--- src/verilog/fpa_pkg.sv ---
package fpa_pkg;

  // register byte offsets on the apb window
  localparam int          FPA_ADDR_W          = 12;
  localparam logic [11:0] FPA_OFF_RO0_START   = 12'h024;
  localparam logic [11:0] FPA_OFF_RO0_END     = 12'h028;
  localparam logic [11:0] FPA_OFF_WP0         = 12'h02c;
  localparam logic [11:0] FPA_OFF_WP1         = 12'h030;
  localparam logic [11:0] FPA_OFF_RO1_START   = 12'h034;
  localparam logic [11:0] FPA_OFF_RO1_END     = 12'h038;
  localparam logic [11:0] FPA_OFF_SECURE      = 12'h080;
  localparam logic [11:0] FPA_OFF_PROD_IDENT  = 12'h110;

  // field layouts
  localparam int FPA_SUB_LSB        = 0;
  localparam int FPA_SUB_W          = 7;
  localparam int FPA_WP_FIRST_LSB   = 0;
  localparam int FPA_WP_LAST_LSB    = 16;
  localparam int FPA_WP_W           = 6;
  localparam int FPA_ERASE_BIT      = 31;
  localparam int FPA_BOOT_LOCK_BIT  = 16;
  localparam int FPA_PAGE_CNT_LSB   = 0;
  localparam int FPA_PAGE_CNT_W     = 7;

  // reset values of the held fields
  localparam logic [6:0]  FPA_SUB_RST       = 7'h00;
  localparam logic [5:0]  FPA_WP_RST        = 6'h00;
  localparam logic [0:0]  FPA_BIT_RST       = 1'h0;
  localparam logic [6:0]  FPA_PAGE_CNT_RST  = 7'h00;
  localparam logic [31:0] FPA_IDENT_RST     = 32'h0000_0000;

  // apb answers
  localparam logic [3:0]  FPA_STRB_WORD     = 4'hf;
  localparam logic [31:0] FPA_WORD_ZERO     = 32'h0000_0000;

  // security level byte encodings
  localparam logic [7:0]  FPA_LVL_NONE_BYTE = 8'ha5;
  localparam logic [7:0]  FPA_LVL_HIGH_BYTE = 8'hcc;

  // secure user area base address
  localparam logic [31:0] FPA_SECURE_BASE   = 32'h0800_0000;

  typedef enum logic [1:0] {
    FPA_LVL_NONE,
    FPA_LVL_LOW,
    FPA_LVL_HIGH
  } fpa_level_t;

endpackage

--- src/verilog/fpa_field_reg.sv ---
`timescale 1ns/100ps

// one software-written field with its own write enable and reset value
module fpa_field_reg
  import fpa_pkg::*;
#(
  parameter int           W   = 7,
  parameter logic [W-1:0] RST = '0
)
(
  input  wire logic         sys_clk,
  input  wire logic         reset,
  input  wire logic         wr_en,
  input  wire logic [W-1:0] wr_data,
  output logic      [W-1:0] field_q
);

  logic [W-1:0] field_reg;

  // store the field on an accepted write
  always_ff @(posedge sys_clk or posedge reset)
  begin
    if (reset)
      field_reg <= RST;
    else if (wr_en)
      field_reg <= wr_data;
  end

  assign field_q = field_reg;

endmodule

--- src/verilog/fpa_level_decode.sv ---
`timescale 1ns/100ps

// turns the security level byte into a level and flags a drop from low to none
module fpa_level_decode
  import fpa_pkg::*;
(
  input  wire logic       sys_clk,
  input  wire logic       reset,
  input  wire logic [7:0] level_byte,
  output fpa_level_t      level,
  output logic            drop_pulse
);

  fpa_level_t level_reg;
  fpa_level_t level_next;
  logic       loaded_reg;
  logic       drop_reg;

  // only 0xa5 is open and only 0xcc is high; all else is low
  assign level_next = (level_byte == FPA_LVL_NONE_BYTE) ? FPA_LVL_NONE :
                      (level_byte == FPA_LVL_HIGH_BYTE) ? FPA_LVL_HIGH :
                      FPA_LVL_LOW;

  // level starts at low so nothing is exposed before the first sample
  always_ff @(posedge sys_clk or posedge reset)
  begin
    if (reset)
    begin
      level_reg  <= FPA_LVL_LOW;
      loaded_reg <= 1'b0;
      drop_reg   <= 1'b0;
    end
    else
    begin
      level_reg  <= level_next;
      loaded_reg <= 1'b1;
      drop_reg   <= loaded_reg && (level_reg == FPA_LVL_LOW) && (level_next == FPA_LVL_NONE);
    end
  end

  assign level      = level_reg;
  assign drop_pulse = drop_reg;

endmodule

--- src/verilog/fpa_protect_regs.sv ---
`timescale 1ns/100ps

module fpa_protect_regs
  import fpa_pkg::*;
#(
  parameter int PAGE_SHIFT = 10
)
(
  input  wire logic                  sys_clk,
  input  wire logic                  reset,
  input  wire logic [FPA_ADDR_W-1:0] paddr,
  input  wire logic                  psel,
  input  wire logic                  penable,
  input  wire logic                  pwrite,
  input  wire logic [31:0]           pwdata,
  input  wire logic [3:0]            pstrb,
  output logic      [31:0]           prdata,
  output logic                       pready,
  output logic                       pslverr,
  input  wire logic [7:0]            security_level_byte,
  input  wire logic [31:0]           product_ident_otp,
  output logic      [6:0]            ro_region0_first_subpage,
  output logic      [6:0]            ro_region0_last_subpage,
  output logic      [6:0]            ro_region1_first_subpage,
  output logic      [6:0]            ro_region1_last_subpage,
  output logic                       erase_on_level_drop,
  output logic                       ro_erase_req,
  output logic      [5:0]            wp_region0_first_page,
  output logic      [5:0]            wp_region0_last_page,
  output logic      [5:0]            wp_region1_first_page,
  output logic      [5:0]            wp_region1_last_page,
  output logic                       boot_lock,
  output logic                       boot_main_flash_only,
  output logic      [6:0]            secure_area_page_count,
  output logic      [31:0]           secure_area_base,
  output logic      [31:0]           secure_area_size,
  output logic                       level_unprotected,
  output logic                       level_high,
  output logic      [31:0]           product_ident
);

  // apb handshake state
  logic        pready_reg;
  logic        pslverr_reg;
  logic [31:0] prdata_reg;

  // derived outputs
  logic        erase_req_reg;
  logic        boot_only_reg;
  logic [31:0] secure_base_reg;
  logic [31:0] secure_size_reg;
  logic [31:0] secure_size_next;
  logic        level_open_reg;
  logic        level_high_reg;
  logic [31:0] ident_reg;
  logic        ident_taken_reg;

  // field values from the storage cells
  logic [6:0]  ro0_first_q;
  logic [6:0]  ro0_last_q;
  logic [6:0]  ro1_first_q;
  logic [6:0]  ro1_last_q;
  logic [0:0]  erase_en_q;
  logic [5:0]  wp0_first_q;
  logic [5:0]  wp0_last_q;
  logic [5:0]  wp1_first_q;
  logic [5:0]  wp1_last_q;
  logic [0:0]  boot_lock_q;
  logic [6:0]  page_cnt_q;

  // level decode results
  fpa_level_t  level_now;
  logic        level_drop;

  // access phase detection; the answer comes one cycle into the access phase
  wire access_phase = psel && penable && !pready_reg;
  wire word_access  = !pwrite || (pstrb == FPA_STRB_WORD);

  // address decode
  wire hit_ro0_start = (paddr == FPA_OFF_RO0_START);
  wire hit_ro0_end   = (paddr == FPA_OFF_RO0_END);
  wire hit_wp0       = (paddr == FPA_OFF_WP0);
  wire hit_wp1       = (paddr == FPA_OFF_WP1);
  wire hit_ro1_start = (paddr == FPA_OFF_RO1_START);
  wire hit_ro1_end   = (paddr == FPA_OFF_RO1_END);
  wire hit_secure    = (paddr == FPA_OFF_SECURE);
  wire hit_ident     = (paddr == FPA_OFF_PROD_IDENT);
  wire hit_any       = hit_ro0_start || hit_ro0_end || hit_wp0 || hit_wp1 ||
                       hit_ro1_start || hit_ro1_end || hit_secure || hit_ident;

  // error on unmapped address, partial write or write to the identifier
  wire bad_access    = !hit_any || !word_access || (pwrite && hit_ident);

  // a write is taken only when it is good and the access phase answers
  wire wr_ok         = access_phase && pwrite && !bad_access;

  // per register write strobes
  wire wr_ro0_start  = wr_ok && hit_ro0_start;
  wire wr_ro0_end    = wr_ok && hit_ro0_end;
  wire wr_wp0        = wr_ok && hit_wp0;
  wire wr_wp1        = wr_ok && hit_wp1;
  wire wr_ro1_start  = wr_ok && hit_ro1_start;
  wire wr_ro1_end    = wr_ok && hit_ro1_end;
  wire wr_secure     = wr_ok && hit_secure;

  // page count is locked unless the level is open; boot lock is not
  wire wr_page_cnt   = wr_secure && (level_now == FPA_LVL_NONE);

  // readout region zero start
  fpa_field_reg #(.W(FPA_SUB_W), .RST(FPA_SUB_RST)) u_ro0_first
  (
    .sys_clk (sys_clk),
    .reset   (reset),
    .wr_en   (wr_ro0_start),
    .wr_data (pwdata[FPA_SUB_LSB +: FPA_SUB_W]),
    .field_q (ro0_first_q)
  );

  // readout region zero end
  fpa_field_reg #(.W(FPA_SUB_W), .RST(FPA_SUB_RST)) u_ro0_last
  (
    .sys_clk (sys_clk),
    .reset   (reset),
    .wr_en   (wr_ro0_end),
    .wr_data (pwdata[FPA_SUB_LSB +: FPA_SUB_W]),
    .field_q (ro0_last_q)
  );

  // erase enable shares the region zero end register
  fpa_field_reg #(.W(1), .RST(FPA_BIT_RST)) u_erase_en
  (
    .sys_clk (sys_clk),
    .reset   (reset),
    .wr_en   (wr_ro0_end),
    .wr_data (pwdata[FPA_ERASE_BIT +: 1]),
    .field_q (erase_en_q)
  );

  // readout region one start
  fpa_field_reg #(.W(FPA_SUB_W), .RST(FPA_SUB_RST)) u_ro1_first
  (
    .sys_clk (sys_clk),
    .reset   (reset),
    .wr_en   (wr_ro1_start),
    .wr_data (pwdata[FPA_SUB_LSB +: FPA_SUB_W]),
    .field_q (ro1_first_q)
  );

  // readout region one end
  fpa_field_reg #(.W(FPA_SUB_W), .RST(FPA_SUB_RST)) u_ro1_last
  (
    .sys_clk (sys_clk),
    .reset   (reset),
    .wr_en   (wr_ro1_end),
    .wr_data (pwdata[FPA_SUB_LSB +: FPA_SUB_W]),
    .field_q (ro1_last_q)
  );

  // write region zero, last page in the upper half
  fpa_field_reg #(.W(FPA_WP_W), .RST(FPA_WP_RST)) u_wp0_last
  (
    .sys_clk (sys_clk),
    .reset   (reset),
    .wr_en   (wr_wp0),
    .wr_data (pwdata[FPA_WP_LAST_LSB +: FPA_WP_W]),
    .field_q (wp0_last_q)
  );

  // write region zero, first page in the lower half
  fpa_field_reg #(.W(FPA_WP_W), .RST(FPA_WP_RST)) u_wp0_first
  (
    .sys_clk (sys_clk),
    .reset   (reset),
    .wr_en   (wr_wp0),
    .wr_data (pwdata[FPA_WP_FIRST_LSB +: FPA_WP_W]),
    .field_q (wp0_first_q)
  );

  // write region one, last page
  fpa_field_reg #(.W(FPA_WP_W), .RST(FPA_WP_RST)) u_wp1_last
  (
    .sys_clk (sys_clk),
    .reset   (reset),
    .wr_en   (wr_wp1),
    .wr_data (pwdata[FPA_WP_LAST_LSB +: FPA_WP_W]),
    .field_q (wp1_last_q)
  );

  // write region one, first page
  fpa_field_reg #(.W(FPA_WP_W), .RST(FPA_WP_RST)) u_wp1_first
  (
    .sys_clk (sys_clk),
    .reset   (reset),
    .wr_en   (wr_wp1),
    .wr_data (pwdata[FPA_WP_FIRST_LSB +: FPA_WP_W]),
    .field_q (wp1_first_q)
  );

  // boot lock bit of the secure area register
  fpa_field_reg #(.W(1), .RST(FPA_BIT_RST)) u_boot_lock
  (
    .sys_clk (sys_clk),
    .reset   (reset),
    .wr_en   (wr_secure),
    .wr_data (pwdata[FPA_BOOT_LOCK_BIT +: 1]),
    .field_q (boot_lock_q)
  );

  // secure area page count, guarded by the level
  fpa_field_reg #(.W(FPA_PAGE_CNT_W), .RST(FPA_PAGE_CNT_RST)) u_page_cnt
  (
    .sys_clk (sys_clk),
    .reset   (reset),
    .wr_en   (wr_page_cnt),
    .wr_data (pwdata[FPA_PAGE_CNT_LSB +: FPA_PAGE_CNT_W]),
    .field_q (page_cnt_q)
  );

  // security level from the option byte
  fpa_level_decode u_level
  (
    .sys_clk    (sys_clk),
    .reset      (reset),
    .level_byte (security_level_byte),
    .level      (level_now),
    .drop_pulse (level_drop)
  );

  // read words; reserved bits are tied to zero
  wire [31:0] rd_ro0_start = {25'h0000000, ro0_first_q};
  wire [31:0] rd_ro0_end   = {erase_en_q, 24'h000000, ro0_last_q};
  wire [31:0] rd_wp0       = {10'h000, wp0_last_q, 10'h000, wp0_first_q};
  wire [31:0] rd_wp1       = {10'h000, wp1_last_q, 10'h000, wp1_first_q};
  wire [31:0] rd_ro1_start = {25'h0000000, ro1_first_q};
  wire [31:0] rd_ro1_end   = {25'h0000000, ro1_last_q};
  wire [31:0] rd_secure    = {15'h0000, boot_lock_q, 9'h000, page_cnt_q};

  // read select
  wire [31:0] rd_word = hit_ro0_start ? rd_ro0_start :
                        hit_ro0_end   ? rd_ro0_end   :
                        hit_wp0       ? rd_wp0       :
                        hit_wp1       ? rd_wp1       :
                        hit_ro1_start ? rd_ro1_start :
                        hit_ro1_end   ? rd_ro1_end   :
                        hit_secure    ? rd_secure    :
                        hit_ident     ? ident_reg    :
                        FPA_WORD_ZERO;

  // apb answer: one cycle pulse on pready with data and error beside it
  always_ff @(posedge sys_clk or posedge reset)
  begin
    if (reset)
    begin
      pready_reg  <= 1'b0;
      pslverr_reg <= 1'b0;
      prdata_reg  <= FPA_WORD_ZERO;
    end
    else
    begin
      pready_reg  <= access_phase;
      pslverr_reg <= access_phase && bad_access;
      prdata_reg  <= (access_phase && !pwrite && hit_any) ? rd_word : FPA_WORD_ZERO;
    end
  end

  // erase request follows a low to none drop while enabled
  always_ff @(posedge sys_clk or posedge reset)
  begin
    if (reset)
      erase_req_reg <= 1'b0;
    else
      erase_req_reg <= level_drop && erase_en_q[0];
  end

  // boot restriction and level flags for the boot and read paths
  always_ff @(posedge sys_clk or posedge reset)
  begin
    if (reset)
    begin
      boot_only_reg  <= 1'b0;
      level_open_reg <= 1'b0;
      level_high_reg <= 1'b0;
    end
    else
    begin
      boot_only_reg  <= boot_lock_q[0];
      level_open_reg <= (level_now == FPA_LVL_NONE);
      level_high_reg <= (level_now == FPA_LVL_HIGH);
    end
  end

  // secure area extent from the page count
  assign secure_size_next = 32'(page_cnt_q) << PAGE_SHIFT;

  always_ff @(posedge sys_clk or posedge reset)
  begin
    if (reset)
    begin
      secure_base_reg <= FPA_WORD_ZERO;
      secure_size_reg <= FPA_WORD_ZERO;
    end
    else
    begin
      secure_base_reg <= FPA_SECURE_BASE;
      secure_size_reg <= secure_size_next;
    end
  end

  // product identifier caught once after reset release, then frozen
  always_ff @(posedge sys_clk or posedge reset)
  begin
    if (reset)
    begin
      ident_reg       <= FPA_IDENT_RST;
      ident_taken_reg <= 1'b0;
    end
    else if (!ident_taken_reg)
    begin
      ident_reg       <= product_ident_otp;
      ident_taken_reg <= 1'b1;
    end
  end

  // outputs
  assign prdata                   = prdata_reg;
  assign pready                   = pready_reg;
  assign pslverr                  = pslverr_reg;
  assign ro_region0_first_subpage = ro0_first_q;
  assign ro_region0_last_subpage  = ro0_last_q;
  assign ro_region1_first_subpage = ro1_first_q;
  assign ro_region1_last_subpage  = ro1_last_q;
  assign erase_on_level_drop      = erase_en_q[0];
  assign ro_erase_req             = erase_req_reg;
  assign wp_region0_first_page    = wp0_first_q;
  assign wp_region0_last_page     = wp0_last_q;
  assign wp_region1_first_page    = wp1_first_q;
  assign wp_region1_last_page     = wp1_last_q;
  assign boot_lock                = boot_lock_q[0];
  assign boot_main_flash_only     = boot_only_reg;
  assign secure_area_page_count   = page_cnt_q;
  assign secure_area_base         = secure_base_reg;
  assign secure_area_size         = secure_size_reg;
  assign level_unprotected        = level_open_reg;
  assign level_high               = level_high_reg;
  assign product_ident            = ident_reg;

endmodule

--- config.mk ---
export PLATFORM = sky130hd
export DESIGN_NAME = fpa_protect_regs
export DESIGN_NICKNAME = d
export VERILOG_FILES = /design/src/verilog/fpa_pkg.sv /design/src/verilog/fpa_field_reg.sv /design/src/verilog/fpa_level_decode.sv /design/src/verilog/fpa_protect_regs.sv
export SDC_FILE = /design/constraint.sdc
export NUM_CORES = 1
export LEC_CHECK = 0
export BUFFER_PORTS_ARGS = -buffer_cell sky130_fd_sc_hd__buf_2
export CELL_PAD_IN_SITES_DETAIL_PLACEMENT = 1
export CELL_PAD_IN_SITES_GLOBAL_PLACEMENT = 1
export CORE_UTILIZATION = 32
export DETAILED_ROUTE_END_ITERATION = 6
export PLACE_DENSITY_LB_ADDON = 0.08
export SLEW_MARGIN = 10
export SYNTH_ARGS = -nofsm -noshare
export SYNTH_HDL_FRONTEND = slang
export SYNTH_SLANG_ARGS = --single-unit
--- constraint.sdc ---
create_clock -name sys_clk -period 5.1 [get_ports sys_clk]
set_input_delay 1.02 -clock sys_clk [delete_from_list [all_inputs] [get_ports sys_clk]]
set_output_delay 1.02 -clock sys_clk [all_outputs]
set_load 0.005 [all_outputs]
==> results of run 1 <==
==> placed cells by master (no fill, tap or decap), types with 5 or more instances in the layout <==
master / n
a21oi_1: 23
a222oi_1: 6
a22oi_1: 8
and2_1: 21
buf_2: 213
buf_4: 7
clkbuf_16: 17
clkinv_2: 5
conb_1: 57
dfrtp_1: 140
mux2_2: 93
mux2i_1: 7
nand2_1: 7
nand3_1: 6
nand4_1: 5
nor2_1: 16
nor3_1: 8
o22a_1: 5
o22ai_1: 7
==> kinds of logic after synthesis <==
group	after synthesis
other cells	2
simple gates	93
flops	142
compound gates	64
buf+inv	85
mux	100
==> metrics by stage <==
stage          hold slack (ps)  power (uW)  instance area (sq um)
3_3_place_gp               418        1360                   7380
6_report                   426        2550                   7960
3_5_place_dp               422        1370                   7380
2_1_floorplan              410        1310                   6470
4_1_cts                    436        2590                   7960
5_1_grt                    449        2660                   7960
==> power groups by stage <==
stage / combinational [uW] / sequential [uW] / clock, uW
after CTS: 173 / 1170 / 1240
after floorplan: 115 / 1190 / 0
after detailed placement: 173 / 1190 / 0
after global placement: 169 / 1190 / 0
final: 169 / 1170 / 1210
after global routing: 191 / 1180 / 1290
==> metal layers <==
metal	part of all wire [%]	routed length, um
met1	44	7840
met2	49	8700
met3	6.0	1070
met4	1.0	183
met5	0	0
==> worst register-to-register path, cell delays in order (launching register included) <==
cell and delay, ps:
dfrtp_1 370, nand3b_1 230, or4b_1 760, nor2_1 590
buf_4 290, mux2_2 350
==> layout make-up <==
cell class                      instances  area, sq um
Sequential cell                       142         3560
Tap cell                              260          325
Multi-Input combinational cell        314         2360
Fill cell                            2119        11000
Timing Repair Buffer                  220         1120
Clock inverter                         14          143
Clock buffer                           18          429
Inverter                                5         23.8
==> synth_stat cells (2+ instances only) <==
master / count / area, sq um
a21oi_1: 23 / 115
a222oi_1: 6 / 60.1
a22oi_1: 8 / 60.1
a32o_1: 4 / 40.0
and2_0: 2 / 12.5
and2_1: 21 / 131
and3_1: 2 / 12.5
and3b_1: 3 / 26.3
buf_1: 2 / 7.51
buf_2: 3 / 15.0
buf_4: 59 / 443
clkbuf_1: 15 / 56.3
conb_1: 2 / 7.51
dfrtp_1: 141 / 3530
inv_1: 5 / 18.8
mux2_2: 93 / 1050
mux2i_1: 7 / 70.1
nand2_1: 7 / 26.3
nand2b_1: 2 / 12.5
nand3_1: 6 / 30.0
nand3b_1: 2 / 15.0
nand4_1: 5 / 31.3
nand4bb_1: 3 / 33.8
nor2_1: 16 / 60.1
nor2b_1: 4 / 25.0
nor3_1: 8 / 40.0
nor3b_1: 2 / 15.0
o21ai_0: 4 / 20.0
o22a_1: 5 / 43.8
o22ai_1: 7 / 43.8
==> path summary, 6_finish.rpt <==
check,start,endpoint,slack [ps],cells after the start
max,paddr[2],u_wp1_last.field_q[2],1290,7
min,u_page_cnt.field_q[2],secure_area_size[12],430,0
max reg2reg,pready,u_wp1_last.field_q[2],2390,5
min reg2reg,u_page_cnt.field_q[2],secure_area_size[12],430,0
max in group asynchronous,reset,prdata[21],3160,3
min in group asynchronous,reset,prdata[30],790,2
==> results_dict.tcl, run 1 <==
set metrics [dict create \
    power.share.clock_pct 47.3 \
    hold_buffers 0 \
    clock_path_buffers 2 \
    cp.required_ps 5400 \
    antenna_left 0 \
    ys_seq_area_share_pct 56.8 \
    worst_slack_ps 1290 \
    viasPerCell 4.62 \
    dieArea_sq_um 20100 \
    insertedDiodeCount 0 \
    synthArstFlopShare_pct 100 \
    synth_compound_area_share_pct 7.22 \
    vias 4495 \
    drtIter0Drc 174 \
    powerDensity_nw_per_um2 320 \
    ios 288 \
    skew_ps 4.66 \
    drc 0 \
    final_layout_size_suffix_gt1_share_pct 49.5 \
    area_delta_synth_final_pct 27.1 \
    postCtsResizedCells 0 \
    met3_usage_pct 4.72 \
    core_sq_um 19000 \
    synth_edf_count 0 \
    grt_pass1_vias 4824 \
    routed_wl_um 17800 \
    fin_util_pct 42.0 \
    rows 50 \
    fmax_mhz 262 \
    nets 793 \
    synth.cell_area_sq_um 6260 \
    setup_viol 0 \
    synth_cell_types 49 \
    slowest_stage "or4b_1" \
    cp_num_buf_inv 2 \
    synth_cells 486 \
    relSlewSlack_pct 35.3 \
    clkLatencyLatePin_ps 420 \
    run_status "complete, no violations" \
    grt-ovfl-total 0 \
    maxCapViolations 0 \
    synth_area_per_cell_sq_um 12.9 \
    hold_violations 0 \
    critPathTopFamily "simple AND/OR/NAND/NOR gates" \
    pwr-share-seq_pct 46.0 \
    min_period_ps 3810 \
    path_class "input port to flop" \
    p_leak_uw 0.00420 \
    grt_pass1_wl_um 27700 \
    dr.pass1.iters 5 \
    place_inst 941 \
    synthAdderAreaFrac_pct 0 \
    antenna_found_initial 0 \
    ys_ff_latch 142 \
    power.internal_uw 1950 \
    cp-end-kind "flop" \
    rsz0062_at_grt "false" \
    timing.final.crit_share_pct 74.7 \
    synthXorXnorAreaFrac_pct 0 \
    grt_max_degree 105 \
    crit_path_max_incr_delay_ps 830 \
    path_clk_slew_ps 60 \
    worst-path-max-fanout 24 \
    muxShareOfSynthArea_pct 17.8 \
    synth_top_flop_cell "dfrtp_1" \
    peakVddDrop_mv 0.217 \
    grtUsageMet1_pct 23.5 \
    synth_top_family_by_area "multiplexers" \
    finalSetupTns_ps 0 \
    clkSinkCount 142 \
    pre_cts_slack_ps 744 \
    hpwl_um 13300 \
    start_kind "input port" \
    stdcell_count 973 \
    synth-simple-area-share_pct 9.21 \
    grt_util_met2_pct 30.4 \
    routabilityCongestion 0.763 \
    yosysWarnings 0 \
    combPwrFrac_pct 6.6 \
    p_sw_share_pct 23.6 \
    hold_path.class "flop to flop" \
    cts_made_buffers 17 \
    post-cts-setup-buffers 0 \
    cts.htree.levels 4 \
    cts_tree "done" \
    busiest_layer "met2" \
    power_switching_uw 602 \
    chipHeight_um 142 \
    grt_usage_pct 18.4 \
    post_drt_wl_per_cell_um 18.3 \
    start_util_pct 33.0 \
    cp.arrival_ps 4110 \
    io_buffer_count 213 \
    die_w_um 142 \
    cts_root_buffer "clkbuf_16" \
    path_cells "buf_2 -> nor3_1 -> and4_1 -> or4b_1 -> nor2_1 -> buf_4 -> mux2_2" \
    worstMarginPinSlew_ps 971 \
    final_max_slew_viol_count 0 \
]
Power figures use the tool's default switching activity.
==> run 2, diff against run 1 <==
==> constraint.sdc (replaced) <==
create_clock -name sys_clk -period 3.29 [get_ports sys_clk]
set_input_delay 0.658 -clock sys_clk [delete_from_list [all_inputs] [get_ports sys_clk]]
set_output_delay 0.658 -clock sys_clk [all_outputs]
set_load 0.005 [all_outputs]
==> results_dict.tcl, run 2 (same netlist as run 1, synthesis figures left out) <==
set metrics [dict create \
    run_status "complete, no violations" \
    path_class "input port to flop" \
    dieArea_sq_um 20100 \
    rows 50 \
    pwr-share-seq_pct 45.8 \
    peakVddDrop_mv 0.342 \
    core_sq_um 19000 \
    postCtsResizedCells 0 \
    fin_area_sq_um 8090 \
    ios 288 \
    p_sw_share_pct 25.2 \
    combPwrFrac_pct 6.8 \
    routabilityCongestion 0.783 \
    fmax_mhz 367 \
    power_switching_uw 1000 \
    place_inst 955 \
    powerDensity_nw_per_um2 492 \
    finalSetupTns_ps 0 \
    grt-ovfl-total 0 \
    hold_violations 0 \
    grt_pass1_vias 4854 \
    min_period_ps 2730 \
    power.internal_uw 2980 \
    layout_common_cells "buf_2, dfrtp_1, mux2_2" \
    cp.required_ps 3590 \
    grt_usage_pct 18.8 \
    clock_path_buffers 2 \
    grt_max_degree 50 \
    worst-path-max-fanout 12 \
    final_layout_size_suffix_gt1_share_pct 50.6 \
    drtIter0Drc 161 \
    worstMarginPinSlew_ps 691 \
    drc 0 \
    area_delta_synth_final_pct 29.2 \
    cts_made_buffers 17 \
    grt_pass1_wl_um 28500 \
    path_clk_slew_ps 60 \
    rsz0062_at_grt "false" \
    clkLatencyLatePin_ps 420 \
    dr.pass1.iters 4 \
    fin_util_pct 42.7 \
    post-cts-setup-buffers 0 \
    cp.arrival_ps 3030 \
    clkSinkCount 142 \
    hpwl_um 13900 \
    viasPerCell 4.69 \
    nets 807 \
    io_buffer_count 213 \
    chipHeight_um 142 \
    timing.final.crit_share_pct 82.9 \
    cp-end-kind "flop" \
    setup_viol 0 \
    hold_buffers 0 \
    die_w_um 142 \
    maxCapViolations 0 \
    relSlewSlack_pct 53.8 \
    stdcell_count 987 \
    power.share.clock_pct 47.4 \
    cts_root_buffer "clkbuf_16" \
    start_util_pct 33.0 \
    final_max_slew_viol_count 0 \
    placed_area_sq_um 7510 \
    start_kind "input port" \
    p_leak_uw 0.00428 \
    skew_ps 7.92 \
    cts.htree.levels 4 \
    post_drt_wl_per_cell_um 18.4 \
    antenna_found_initial 0 \
    hold_path.class "input port to asynchronous set/reset pin" \
    antenna_left 0 \
    vias 4630 \
    routed_wl_um 18100 \
    cts_tree "done" \
    final_common_cell "buf_2" \
    insertedDiodeCount 0 \
]
==> run 2: power by group through the flow <==
stage               logic [uW]  registers [uW]  clock network (uW)
floorplan                  179            1850                   0
global placement           268            1850                   0
detailed placement         276            1860                   0
CTS                        277            1820                1940
global route               305            1830                2010
finish                     272            1820                1880
==> run 2: worst paths after layout <==
check | depth (start not counted) | slack (ps) | to | start
setup / recovery | 6 | 560 | u_ro1_last.field_q[1] | paddr[4]
hold / removal | 2 | 360 | u_erase_en.field_q | reset
setup reg to reg | 4 | 800 | u_ro1_last.field_q[1] | pready
hold reg to reg | 0 | 430 | secure_area_size[13] | u_page_cnt.field_q[3]
max in group asynchronous | 3 | 2220 | u_level.level[0] | reset
min in group sys_clk | 0 | 430 | secure_area_size[13] | u_page_cnt.field_q[3]
==> run 2: layout make-up <==
type / count / area (sq um)
Clock buffer: 17 / 425
Timing Repair Buffer: 234 / 1250
Multi-Input combinational cell: 314 / 2360
Fill cell: 2099 / 10900
Sequential cell: 142 / 3560
Tap cell: 260 / 325
Clock inverter: 15 / 151
Inverter: 5 / 22.5
==> run 2: worst max-delay path, cell delays in order <==
cell and delay (ps):
buf_2 160, and3b_1 200, and4_1 240, or4b_1 790
nor4_4 570, mux2_2 400
==> run 2: routing by layer <==
metal	global-route usage (%)	vias to the layer above	routed length [um]
met5	0	-	0
met4	5.77	0	265
met3	4.39	21	1020
met2	30.8	181	8830
met1	24.7	2341	7990
li1	-	2087	-
==> run 2: metrics by stage <==
step / worst slack (ps) / power [uW] / hold WS, ps
after global placement: 152 / 2120 / 417
after CTS: 542 / 4040 / 376
after detailed placement: 96.2 / 2130 / 419
after global routing: 460 / 4140 / 407
after floorplan: 602 / 2030 / 410
final: 563 / 3980 / 358
